**config.mk**
```make
export PLATFORM = sky130hd
export DESIGN_NAME = chan_end_flat
export DESIGN_NICKNAME = d
export VERILOG_FILES = /design/src/chan_bus_pkg.sv /design/src/chan_bus_if.sv /design/src/chan_end.sv /design/src/flat_wrapper.sv
export SDC_FILE = /design/constraint.sdc
export NUM_CORES = 1
export LEC_CHECK = 0
export BUFFER_PORTS_ARGS = -buffer_cell sky130_fd_sc_hd__buf_2
export CAP_MARGIN = 5
export CORE_MARGIN = 2
export CORE_UTILIZATION = 57
export CTS_CLUSTER_DIAMETER = 60
export DETAILED_ROUTE_END_ITERATION = 8
export HOLD_SLACK_MARGIN = 0.15
export PLACE_DENSITY = 0.94
export SYNTH_ARGS = -nofsm -noshare
export SYNTH_HDL_FRONTEND = slang
export SYNTH_SLANG_ARGS = --single-unit
```
**constraint.sdc**
```tcl
create_clock -name clk_i -period 5.2 [get_ports clk_i]
set_input_delay 1.04 -clock clk_i [delete_from_list [all_inputs] [get_ports clk_i]]
set_output_delay 1.04 -clock clk_i [all_outputs]
set_load 0.02 [all_outputs]
```
**src/chan_bus_pkg.sv**
```systemverilog
// shared constants and types for the data channel device bus
package chan_bus_pkg;
	localparam int unsigned CLK_PERIOD_NS = 25;
	localparam int unsigned DATA_W        = 36;
	localparam int unsigned ADDR_W        = 18;
	// pulse widths and gaps as printed, converted to 40 MHz cycles
	localparam int unsigned PULSE_NS      = 100;
	localparam int unsigned PULSE_CYC     = PULSE_NS / CLK_PERIOD_NS;
	localparam int unsigned REARM_NS      = 400;
	localparam int unsigned REARM_CYC     = (REARM_NS + CLK_PERIOD_NS - 1) / CLK_PERIOD_NS;
	localparam int unsigned CNT_W         = 5;
	// control word fields
	localparam int unsigned CWA_LSB       = 0;
	localparam int unsigned CWA_MSB       = 17;
	localparam int unsigned DAD_LSB       = 18;
	localparam int unsigned DAD_MSB       = 35;
	localparam int unsigned INIT_LSB      = 27;
	localparam int unsigned INIT_MSB      = 34;
	localparam logic [DATA_W-1:0] ZERO_WORD = 36'h0_0000_0000;
	typedef logic [DATA_W-1:0] word_t;
	typedef logic [ADDR_W-1:0] addr_t;
endpackage : chan_bus_pkg

```
**src/chan_bus_if.sv**
```systemverilog
// link between the channel end and one device end of the chain
`timescale 1ns/1ps
interface chan_bus_if;
	import chan_bus_pkg::*;
	logic  start;         // request level, device to channel
	logic  sawrite;       // direction level, high reads memory
	logic  busy;          // acknowledge level, channel to device
	word_t chan_data;     // channel drive of data lines
	logic  chan_data_oe;
	word_t dev_data;      // device drive of data lines
	logic  dev_data_oe;
	logic  chan_pulse;
	logic  dev_pulse;
	logic  wcw_req;
	logic  wcw_done;
	logic  chan_reset;
	logic  even_par;
	logic  no_mem;
	logic  cw_par_err;
	logic  dw_par_err;
	modport channel (input start, input sawrite, input dev_data, input dev_data_oe,
		input dev_pulse, input wcw_req, input chan_reset, input even_par,
		output busy, output chan_data, output chan_data_oe, output chan_pulse,
		output wcw_done, output no_mem, output cw_par_err, output dw_par_err);
	modport device (output start, output sawrite, output dev_data, output dev_data_oe,
		output dev_pulse, output wcw_req, output chan_reset, output even_par,
		input busy, input chan_data, input chan_data_oe, input chan_pulse,
		input wcw_done, input no_mem, input cw_par_err, input dw_par_err);
endinterface : chan_bus_if

```
**src/chan_end.sv**
```systemverilog
// channel end: handshake, data strobes, write-back and error pulses
// Summary of operation
// 36-bit data both ways, 100 ns pulses
// channel strobes with data or readiness
// device strobes with data or readiness
// request level starts the channel
// direction level accompanies request timing
// acknowledge after request; data after acknowledge
// acknowledge falls when channel stops
// request held low 400 ns after end
// write-back request stores control word
// termination always writes control word back; code skips it on channel reset and on a request dropped in S_INIT
// done pulse only for requested write-back
// reset returns channel to idle
// parity-test request selects even parity
// missing memory pulse as acknowledge drops
// control word parity error drops acknowledge
// data parity error pulse with word
// idle devices relay request and acknowledge
// relaying device cannot raise own request
// engaged device blocks acknowledge downstream
// ownership means own request plus acknowledge
// channel never identifies the requester
// either side may end the session
// device sends initial address bits 27-34
// incoming strobes synchronised, one event each
`timescale 1ns/1ps
module chan_end
	import chan_bus_pkg::*;
(
	input  wire logic  clk_i,
	input  wire logic  rst_b_i,
	chan_bus_if.channel bus,
	// memory side user port
	output logic       mem_wr_o,       // word to memory (valid)
	input  wire logic  mem_wr_rdy_i,
	output addr_t      mem_addr_o,
	output word_t      mem_wdata_o,
	output logic       mem_even_par_o,
	input  wire logic  rd_valid_i,     // word from memory for device
	output logic       rd_ready_o,
	input  wire word_t rd_data_i,
	input  wire logic  rd_par_err_i,
	input  wire logic  stop_i,         // fetch logic: end of list
	input  wire logic  cw_par_err_i,
	input  wire logic  mem_timeout_i,
	input  wire addr_t cwa_i,          // control word address register
	input  wire addr_t dad_i,          // data address register
	output logic       active_o,
	output logic       dir_read_mem_o,
	output addr_t      init_addr_o
);
	typedef enum logic [4:0] {
		S_IDLE  = 5'h01,
		S_INIT  = 5'h02,
		S_XFER  = 5'h04,
		S_WBACK = 5'h08,
		S_GAP   = 5'h10
	} state_t;

	state_t     state_reg;
	logic [1:0] st_sync_reg, dp_sync_reg, wq_sync_reg, rs_sync_reg, ep_sync_reg;
	logic       dp_prev_reg, wq_prev_reg;
	logic       dp_ev, wq_ev, start_s;
	logic [CNT_W-1:0] gap_reg, pulse_reg;
	logic       wb_pend_reg, wb_user_reg, done_pend_reg;
	logic       xfer_abort;
	word_t      tx_data_reg;
	logic       tx_pe_reg;
	logic       reset_s;
	// two-entry buffer between memory reads and device strobes
	word_t      buf_data [2];
	logic       buf_pe   [2];
	logic       buf_wp_reg, buf_rp_reg;
	logic [1:0] buf_cnt_reg;
	logic       buf_pop;
	logic       dev_ready_reg;
	logic       mem_wr_reg;
	word_t      mem_wdata_reg;
	logic       abort;

	// inputs cross from the cable; first stage feeds only the second
	always_ff @(posedge clk_i or negedge rst_b_i) begin
		if (!rst_b_i) begin
			st_sync_reg <= 2'h0;
			dp_sync_reg <= 2'h0;
			wq_sync_reg <= 2'h0;
			rs_sync_reg <= 2'h0;
			ep_sync_reg <= 2'h0;
			dp_prev_reg <= 1'b0;
			wq_prev_reg <= 1'b0;
		end else begin
			st_sync_reg <= {st_sync_reg[0], bus.start};
			dp_sync_reg <= {dp_sync_reg[0], bus.dev_pulse};
			wq_sync_reg <= {wq_sync_reg[0], bus.wcw_req};
			rs_sync_reg <= {rs_sync_reg[0], bus.chan_reset};
			ep_sync_reg <= {ep_sync_reg[0], bus.even_par};
			dp_prev_reg <= dp_sync_reg[1];
			wq_prev_reg <= wq_sync_reg[1];
		end
	end
	assign start_s = st_sync_reg[1];
	assign reset_s = rs_sync_reg[1];
	assign dp_ev   = dp_sync_reg[1] & ~dp_prev_reg;
	assign wq_ev   = wq_sync_reg[1] & ~wq_prev_reg;
	// sawrite is stable while start is up, so sample it raw after start syncs
	assign abort   = cw_par_err_i | mem_timeout_i;
	assign xfer_abort = (state_reg == S_XFER) & abort & ~reset_s;

	// session state; requester never identified, only levels matter
	always_ff @(posedge clk_i or negedge rst_b_i) begin
		if (!rst_b_i) begin
			state_reg      <= S_IDLE;
			dir_read_mem_o <= 1'b0;
			init_addr_o    <= '0;
			gap_reg        <= '0;
		end else if (reset_s) begin
			// park in the gap so a request still held from before cannot restart us
			state_reg      <= S_GAP;
			gap_reg        <= CNT_W'(REARM_CYC);
		end else begin
			unique case (state_reg)
				S_IDLE: if (start_s) begin
					state_reg      <= S_INIT;
					dir_read_mem_o <= bus.sawrite;
				end
				S_INIT: if (!start_s) begin
					state_reg <= S_WBACK;
				end else if (dp_ev) begin
					init_addr_o <= {10'h000, bus.dev_data[INIT_MSB:INIT_LSB]};
					state_reg   <= S_XFER;
				end
				S_XFER: if (!start_s || stop_i || abort) begin
					state_reg <= S_WBACK;
				end
				S_WBACK: if (!wb_pend_reg) begin
					state_reg <= S_GAP;
					gap_reg   <= CNT_W'(REARM_CYC);
				end
				S_GAP: if (start_s) begin
					gap_reg <= CNT_W'(REARM_CYC); // device must hold off
				end else if (gap_reg != '0) begin
					gap_reg <= gap_reg - 1'b1;
				end else begin
					state_reg <= S_IDLE;
				end
				default: state_reg <= S_IDLE;
			endcase
		end
	end
	assign bus.busy  = (state_reg == S_INIT) | (state_reg == S_XFER);
	assign active_o  = bus.busy;

	// write-back of control word to initial address plus one
	always_ff @(posedge clk_i or negedge rst_b_i) begin
		if (!rst_b_i) begin
			wb_pend_reg   <= 1'b0;
			wb_user_reg   <= 1'b0;
			done_pend_reg <= 1'b0;
		end else if (reset_s) begin
			wb_pend_reg   <= 1'b0;
			wb_user_reg   <= 1'b0;
			done_pend_reg <= 1'b0;
		end else begin
			done_pend_reg <= 1'b0;
			if (wq_ev && state_reg == S_XFER && !wb_pend_reg) begin
				wb_pend_reg <= 1'b1;
				wb_user_reg <= 1'b1;
			end else if (state_reg == S_XFER && (!start_s || stop_i || abort)) begin
				wb_pend_reg <= 1'b1;
				wb_user_reg <= 1'b0;
			end else if (wb_pend_reg && mem_wr_rdy_i && !mem_wr_reg) begin
				wb_pend_reg   <= 1'b0;
				done_pend_reg <= wb_user_reg;
			end
		end
	end

	// memory writes: device data words or the control word
	always_ff @(posedge clk_i or negedge rst_b_i) begin
		if (!rst_b_i) begin
			mem_wr_reg    <= 1'b0;
			mem_wdata_reg <= ZERO_WORD;
			mem_addr_o    <= '0;
		end else if (mem_wr_reg) begin
			if (mem_wr_rdy_i) mem_wr_reg <= 1'b0;
		end else if (wb_pend_reg && mem_wr_rdy_i) begin
			mem_wr_reg                      <= 1'b1;
			mem_addr_o                      <= init_addr_o + 1'b1;
			mem_wdata_reg[CWA_MSB:CWA_LSB]  <= cwa_i;
			mem_wdata_reg[DAD_MSB:DAD_LSB]  <= dad_i;
		end else if (state_reg == S_XFER && !dir_read_mem_o && dp_ev) begin
			mem_wr_reg    <= 1'b1;
			mem_addr_o    <= dad_i;
			mem_wdata_reg <= bus.dev_data;
		end
	end
	assign mem_wr_o       = mem_wr_reg;
	assign mem_wdata_o    = mem_wdata_reg;
	assign mem_even_par_o = ep_sync_reg[1];

	// read buffer: memory words wait until the device is ready
	assign rd_ready_o = (buf_cnt_reg != 2'h2);
	always_ff @(posedge clk_i or negedge rst_b_i) begin
		if (!rst_b_i) begin
			buf_wp_reg  <= 1'b0;
			buf_rp_reg  <= 1'b0;
			buf_cnt_reg <= 2'h0;
		end else if (reset_s || state_reg == S_IDLE) begin
			buf_wp_reg  <= 1'b0;
			buf_rp_reg  <= 1'b0;
			buf_cnt_reg <= 2'h0;
		end else begin
			if (rd_valid_i && rd_ready_o) begin
				buf_data[buf_wp_reg] <= rd_data_i;
				buf_pe[buf_wp_reg]   <= rd_par_err_i;
				buf_wp_reg           <= ~buf_wp_reg;
			end
			if (buf_pop) buf_rp_reg <= ~buf_rp_reg;
			buf_cnt_reg <= buf_cnt_reg + {1'b0, rd_valid_i & rd_ready_o} - {1'b0, buf_pop};
		end
	end

	// the address strobe itself signals the first readiness
	always_ff @(posedge clk_i or negedge rst_b_i) begin
		if (!rst_b_i) begin
			dev_ready_reg <= 1'b0;
		end else if (state_reg != S_XFER) begin
			dev_ready_reg <= (state_reg == S_INIT) & dp_ev;
		end else if (buf_pop) begin
			dev_ready_reg <= 1'b0;
		end else if (dp_ev) begin
			dev_ready_reg <= 1'b1;
		end
	end
	assign buf_pop = dir_read_mem_o && state_reg == S_XFER && dev_ready_reg &&
		buf_cnt_reg != 2'h0 && pulse_reg == '0;

	// outbound strobe and data pulses, 100 ns each
	always_ff @(posedge clk_i or negedge rst_b_i) begin
		if (!rst_b_i) begin
			pulse_reg   <= '0;
			tx_data_reg <= ZERO_WORD;
			tx_pe_reg   <= 1'b0;
		end else if (buf_pop) begin
			pulse_reg   <= CNT_W'(PULSE_CYC);
			tx_data_reg <= buf_data[buf_rp_reg];
			tx_pe_reg   <= buf_pe[buf_rp_reg];
		end else if (!dir_read_mem_o && state_reg == S_XFER && mem_wr_reg
				&& mem_wr_rdy_i && !wb_pend_reg) begin
			pulse_reg   <= CNT_W'(PULSE_CYC); // readiness for next word
			tx_data_reg <= ZERO_WORD;
			tx_pe_reg   <= 1'b0;
		end else if (pulse_reg != '0) begin
			pulse_reg <= pulse_reg - 1'b1;
		end
	end
	assign bus.chan_pulse   = (pulse_reg != '0);
	assign bus.chan_data    = tx_data_reg;
	assign bus.chan_data_oe = (pulse_reg != '0) && dir_read_mem_o;
	assign bus.dw_par_err   = (pulse_reg != '0) && tx_pe_reg;

	// error and done pulses; short pulses widened by the sender's counter
	logic [CNT_W-1:0] ev_cnt_reg;
	logic [2:0]       ev_kind_reg;
	always_ff @(posedge clk_i or negedge rst_b_i) begin
		if (!rst_b_i) begin
			ev_cnt_reg  <= '0;
			ev_kind_reg <= 3'h0;
		end else if (xfer_abort || done_pend_reg) begin
			ev_cnt_reg  <= CNT_W'(PULSE_CYC);
			// error kinds launch on the edge that drops busy, so both coincide
			ev_kind_reg <= {done_pend_reg, xfer_abort & mem_timeout_i,
				xfer_abort & cw_par_err_i};
		end else if (ev_cnt_reg != '0) begin
			ev_cnt_reg <= ev_cnt_reg - 1'b1;
		end
	end
	assign bus.cw_par_err = (ev_cnt_reg != '0) & ev_kind_reg[0];
	assign bus.no_mem     = (ev_cnt_reg != '0) & ev_kind_reg[1];
	assign bus.wcw_done   = (ev_cnt_reg != '0) & ev_kind_reg[2];
endmodule : chan_end

```
**src/flat_wrapper.sv**
```systemverilog
// flat-port wrapper written by rule: the top's interface ports become plain ports
module chan_end_flat import chan_bus_pkg::*;
  (clk_i, rst_b_i, mem_wr_o, mem_wr_rdy_i, mem_addr_o, mem_wdata_o, mem_even_par_o, rd_valid_i, rd_ready_o, rd_data_i, rd_par_err_i, stop_i, cw_par_err_i, mem_timeout_i, cwa_i, dad_i, active_o, dir_read_mem_o, init_addr_o, bus_start, bus_sawrite, bus_dev_data, bus_dev_data_oe, bus_dev_pulse, bus_wcw_req, bus_chan_reset, bus_even_par, bus_busy, bus_chan_data, bus_chan_data_oe, bus_chan_pulse, bus_wcw_done, bus_no_mem, bus_cw_par_err, bus_dw_par_err);
  chan_bus_if bus_i ();
  input  wire logic clk_i;
  input  wire logic rst_b_i;
  output logic mem_wr_o;
  input  wire logic mem_wr_rdy_i;
  output addr_t mem_addr_o;
  output word_t mem_wdata_o;
  output logic mem_even_par_o;
  input  wire logic rd_valid_i;
  output logic rd_ready_o;
  input  wire word_t rd_data_i;
  input  wire logic rd_par_err_i;
  input  wire logic stop_i;
  input  wire logic cw_par_err_i;
  input  wire logic mem_timeout_i;
  input  wire addr_t cwa_i;
  input  wire addr_t dad_i;
  output logic active_o;
  output logic dir_read_mem_o;
  output addr_t init_addr_o;
  input wire logic [$bits(bus_i.start)-1:0] bus_start;
  input wire logic [$bits(bus_i.sawrite)-1:0] bus_sawrite;
  input wire logic [$bits(bus_i.dev_data)-1:0] bus_dev_data;
  input wire logic [$bits(bus_i.dev_data_oe)-1:0] bus_dev_data_oe;
  input wire logic [$bits(bus_i.dev_pulse)-1:0] bus_dev_pulse;
  input wire logic [$bits(bus_i.wcw_req)-1:0] bus_wcw_req;
  input wire logic [$bits(bus_i.chan_reset)-1:0] bus_chan_reset;
  input wire logic [$bits(bus_i.even_par)-1:0] bus_even_par;
  output wire logic [$bits(bus_i.busy)-1:0] bus_busy;
  output wire logic [$bits(bus_i.chan_data)-1:0] bus_chan_data;
  output wire logic [$bits(bus_i.chan_data_oe)-1:0] bus_chan_data_oe;
  output wire logic [$bits(bus_i.chan_pulse)-1:0] bus_chan_pulse;
  output wire logic [$bits(bus_i.wcw_done)-1:0] bus_wcw_done;
  output wire logic [$bits(bus_i.no_mem)-1:0] bus_no_mem;
  output wire logic [$bits(bus_i.cw_par_err)-1:0] bus_cw_par_err;
  output wire logic [$bits(bus_i.dw_par_err)-1:0] bus_dw_par_err;
  assign bus_i.start = bus_start;
  assign bus_i.sawrite = bus_sawrite;
  assign bus_i.dev_data = bus_dev_data;
  assign bus_i.dev_data_oe = bus_dev_data_oe;
  assign bus_i.dev_pulse = bus_dev_pulse;
  assign bus_i.wcw_req = bus_wcw_req;
  assign bus_i.chan_reset = bus_chan_reset;
  assign bus_i.even_par = bus_even_par;
  assign bus_busy = bus_i.busy;
  assign bus_chan_data = bus_i.chan_data;
  assign bus_chan_data_oe = bus_i.chan_data_oe;
  assign bus_chan_pulse = bus_i.chan_pulse;
  assign bus_wcw_done = bus_i.wcw_done;
  assign bus_no_mem = bus_i.no_mem;
  assign bus_cw_par_err = bus_i.cw_par_err;
  assign bus_dw_par_err = bus_i.dw_par_err;
  chan_end u_core (.clk_i(clk_i), .rst_b_i(rst_b_i), .bus(bus_i), .mem_wr_o(mem_wr_o), .mem_wr_rdy_i(mem_wr_rdy_i), .mem_addr_o(mem_addr_o), .mem_wdata_o(mem_wdata_o), .mem_even_par_o(mem_even_par_o), .rd_valid_i(rd_valid_i), .rd_ready_o(rd_ready_o), .rd_data_i(rd_data_i), .rd_par_err_i(rd_par_err_i), .stop_i(stop_i), .cw_par_err_i(cw_par_err_i), .mem_timeout_i(mem_timeout_i), .cwa_i(cwa_i), .dad_i(dad_i), .active_o(active_o), .dir_read_mem_o(dir_read_mem_o), .init_addr_o(init_addr_o));
endmodule
```
==> flow_summary.ini <==
[power]
pwr-share-seq = 0.475
worst_ir_drop_vdd_uv = 309.2
p_switching_w = 0.001026
intPower_w = 0.003147
comb_power_share = 0.124
p_per_area_nw_per_um2 = 376.5
power_frac_clock = 0.400
p_leak_nw = 4.802
p_sw_frac = 0.2458

[finish]
fin_util = 0.7239
areaGrowthSynthToFinish_pct = 22.83
largest_register_ffs = 72
top_register = u_core.buf_data
layout.nets = 1078
diodes = 0
drive_gt1_frac = 0.3143
fillers = 1006
final_cell_area_um2 = 11090

[sta]
fin_crit_sh = 0.6834
whs_ns = 0.3493
skew_ns = 0.006172
period_minus_slack_ns = 3.554
rsz0062_at_grt = no
slew_viol_final = 0
hold_viol = 0
setup_tns_ns = 0
max_slew_margin = 0.1771
fmax_mhz = 281.4
max_slew.worst_pin.slew_ns = 1.221
setup_violations = 0

[flow_run]
maxCapViolations = 0

[outcome]
status = finished clean

[detailed_routing]
vias = 6814
wirelength_um = 22040
drt_iter0_markers = 378
dr.pass1.iters = 5
routedWlPerCell_um = 18.76
vias_per_cell = 5.799
drc_errors = 0
ant_nets = 0

[clock_network]
cts-resized-gates = 0
clk_pin_slew_ns = 0.06
cts_sinks = 218
cts_tree = done
postCtsHoldBufs = 0
numCtsBuffers = 23
clkLatencyLatePin_ns = 0.49
clock_path_buffers = 3
cts_max_level = 1
clockRootBuffer = clkbuf_16
postCtsSetupRepairBufs = 0

[synth]
synth_cells = 727
ys_seq_area_frac = 0.6456
yosys_most_used_dff = dfrtp_1
yosysWarnings = 0
synth_seq_cells = 218
synth_edf_count = 74
avgSynthCellArea_um2 = 12.41
netlist_area_um2 = 9025
async_flop_share = 0.6606
ys_types = 59

[placement]
gp_congestion = 0.8532
place_hpwl_um = 14420
place_area_um2 = 10310
numPortBuffers = 231

[grt]
track_usage = 0.2552
grt_pass1_vias = 6596
grt_pass1_wl_um = 33550
grt_overflow = 0
antenna_found_initial = 1
grt_max_degree = 66

[floorplan]
core_um2 = 15310
die_area_um2 = 16860
die_height_um = 129.8
pin_count = 243
row_count = 45
dieWidth_um = 129.8
initial_utilization = 0.5893

[worst_setup_path]
cp-end-kind = primary output
path_class = reg -> out
worst-endpoint-arrival_ns = 2.51
critPathLaunchType = register
cp_data_required_time_ns = 4.16
path_max_fanout = 9

[hold_path]
hp-class = reg -> reg
-- worst paths after layout --
path	start	end	slack [ns]	cells past startpoint
max	u_core.state_reg[4]	active_o	1.65	4
min	u_core.wq_sync_reg[0]	u_core.wq_sync_reg[1]	0.35	0
max reg2reg	u_core.state_reg[4]	u_core.mem_addr_o[15]	1.71	5
min reg2reg	u_core.wq_sync_reg[0]	u_core.wq_sync_reg[1]	0.35	0
max in group asynchronous	rst_b_i	u_core.ev_cnt_reg[2]	3.00	3
min in group asynchronous	rst_b_i	u_core.ep_sync_reg[1]	0.44	1
-- power by group through the flow --
stage          Combinational [W]  Sequential (W)  Clock, W
2_1_floorplan           0.000347         0.00200         0
3_3_place_gp            0.000486         0.00201         0
3_5_place_dp            0.000511         0.00201         0
4_1_cts                 0.000522         0.00198   0.00169
5_1_grt                 0.000585         0.00200   0.00176
6_report                0.000519         0.00198   0.00167
-- placed cells by master, fill, tap and decap left out, types with 4 or more instances in the layout --
cell	synthesis	routed
mux2i_1	41	41
o21ai_0	17	17
xnor2_1	9	9
conb_1	1	10
nor2_1	22	20
nor4b_1	4	4
buf_4	11	10
or3_1	6	6
clkbuf_16	0	24
clkinv_2	0	4
ha_1	7	7
nand3_1	9	9
nor2b_1	9	9
mux2_2	15	15
clkbuf_1	31	5
dfrtp_1	143	142
o2bb2ai_1	38	38
a21oi_1	47	47
inv_1	17	17
a22o_1	11	11
a31oi_1	40	40
buf_2	7	230
nor3_1	6	6
edfxtp_1	74	74
and2_1	6	6
nand2_1	101	101
xor2_1	5	5
-- through the flow --
stage          cells  total power, W  worst slack, ns
6_report        1175        0.004173            1.646
3_3_place_gp    1134        0.002492            1.832
5_1_grt         1175        0.004345            1.553
3_5_place_dp    1134        0.002524            1.771
2_1_floorplan    736        0.002345            1.894
4_1_cts         1175        0.004198            1.647
-- cells in the mapped netlist (all sizes together) (17+ instances only) --
| library cell | count | area share |
|---|---|---|
| buf | 22 | 0.017 |
| mux2i | 41 | 0.045 |
| edfxtp | 74 | 0.25 |
| a21oi | 48 | 0.028 |
| o2bb2ai | 38 | 0.037 |
| a31oi | 40 | 0.028 |
| dfrtp | 143 | 0.40 |
| nor2 | 22 | 0.0092 |
| inv | 17 | 0.0071 |
| clkbuf | 32 | 0.013 |
| o21ai | 18 | 0.010 |
| nand2 | 101 | 0.042 |
-- layer usage --
layer	share of wire	vias to the layer above	track usage
li1	-	3064	-
met5	0.00059	-	0
met4	0.039	2	0.09741
met1	0.37	3288	0.3112
met3	0.091	87	0.06560
met2	0.50	373	0.4401
-- cells by family after synthesis --
group | count (synthesis) | share of synthesized area
and+or+nand+nor | 186 | 0.09816
adders and majority gates | 7 | 0.009704
other | 1 | 0.0004155
DFF | 218 | 0.6456
AOI/OAI and AO/OA | 174 | 0.1306
xor gates and xnor gates | 14 | 0.01359
buffers and inverters | 71 | 0.03771
muxes | 56 | 0.06419
-- final cells by class --
class	count	area, µm²	area share
multi-input cells	447	2914	0.2629
flip-flops and latches	218	5828	0.5257
well taps	211	264.0	0.02381
clock buffers	32	660.6	0.05959
clock inverters	9	117.6	0.01061
repair buffers	241	1237	0.1116
inverters	17	63.81	0.005756
-- worst max-delay path: stages, from the launching register on --
cell and delay, ns:
dfrtp_1 0.46, or4b_1 0.70, nor2_1 0.43, or2_2 0.25
buf_2 0.18
(Power assumes the default switching activity.)
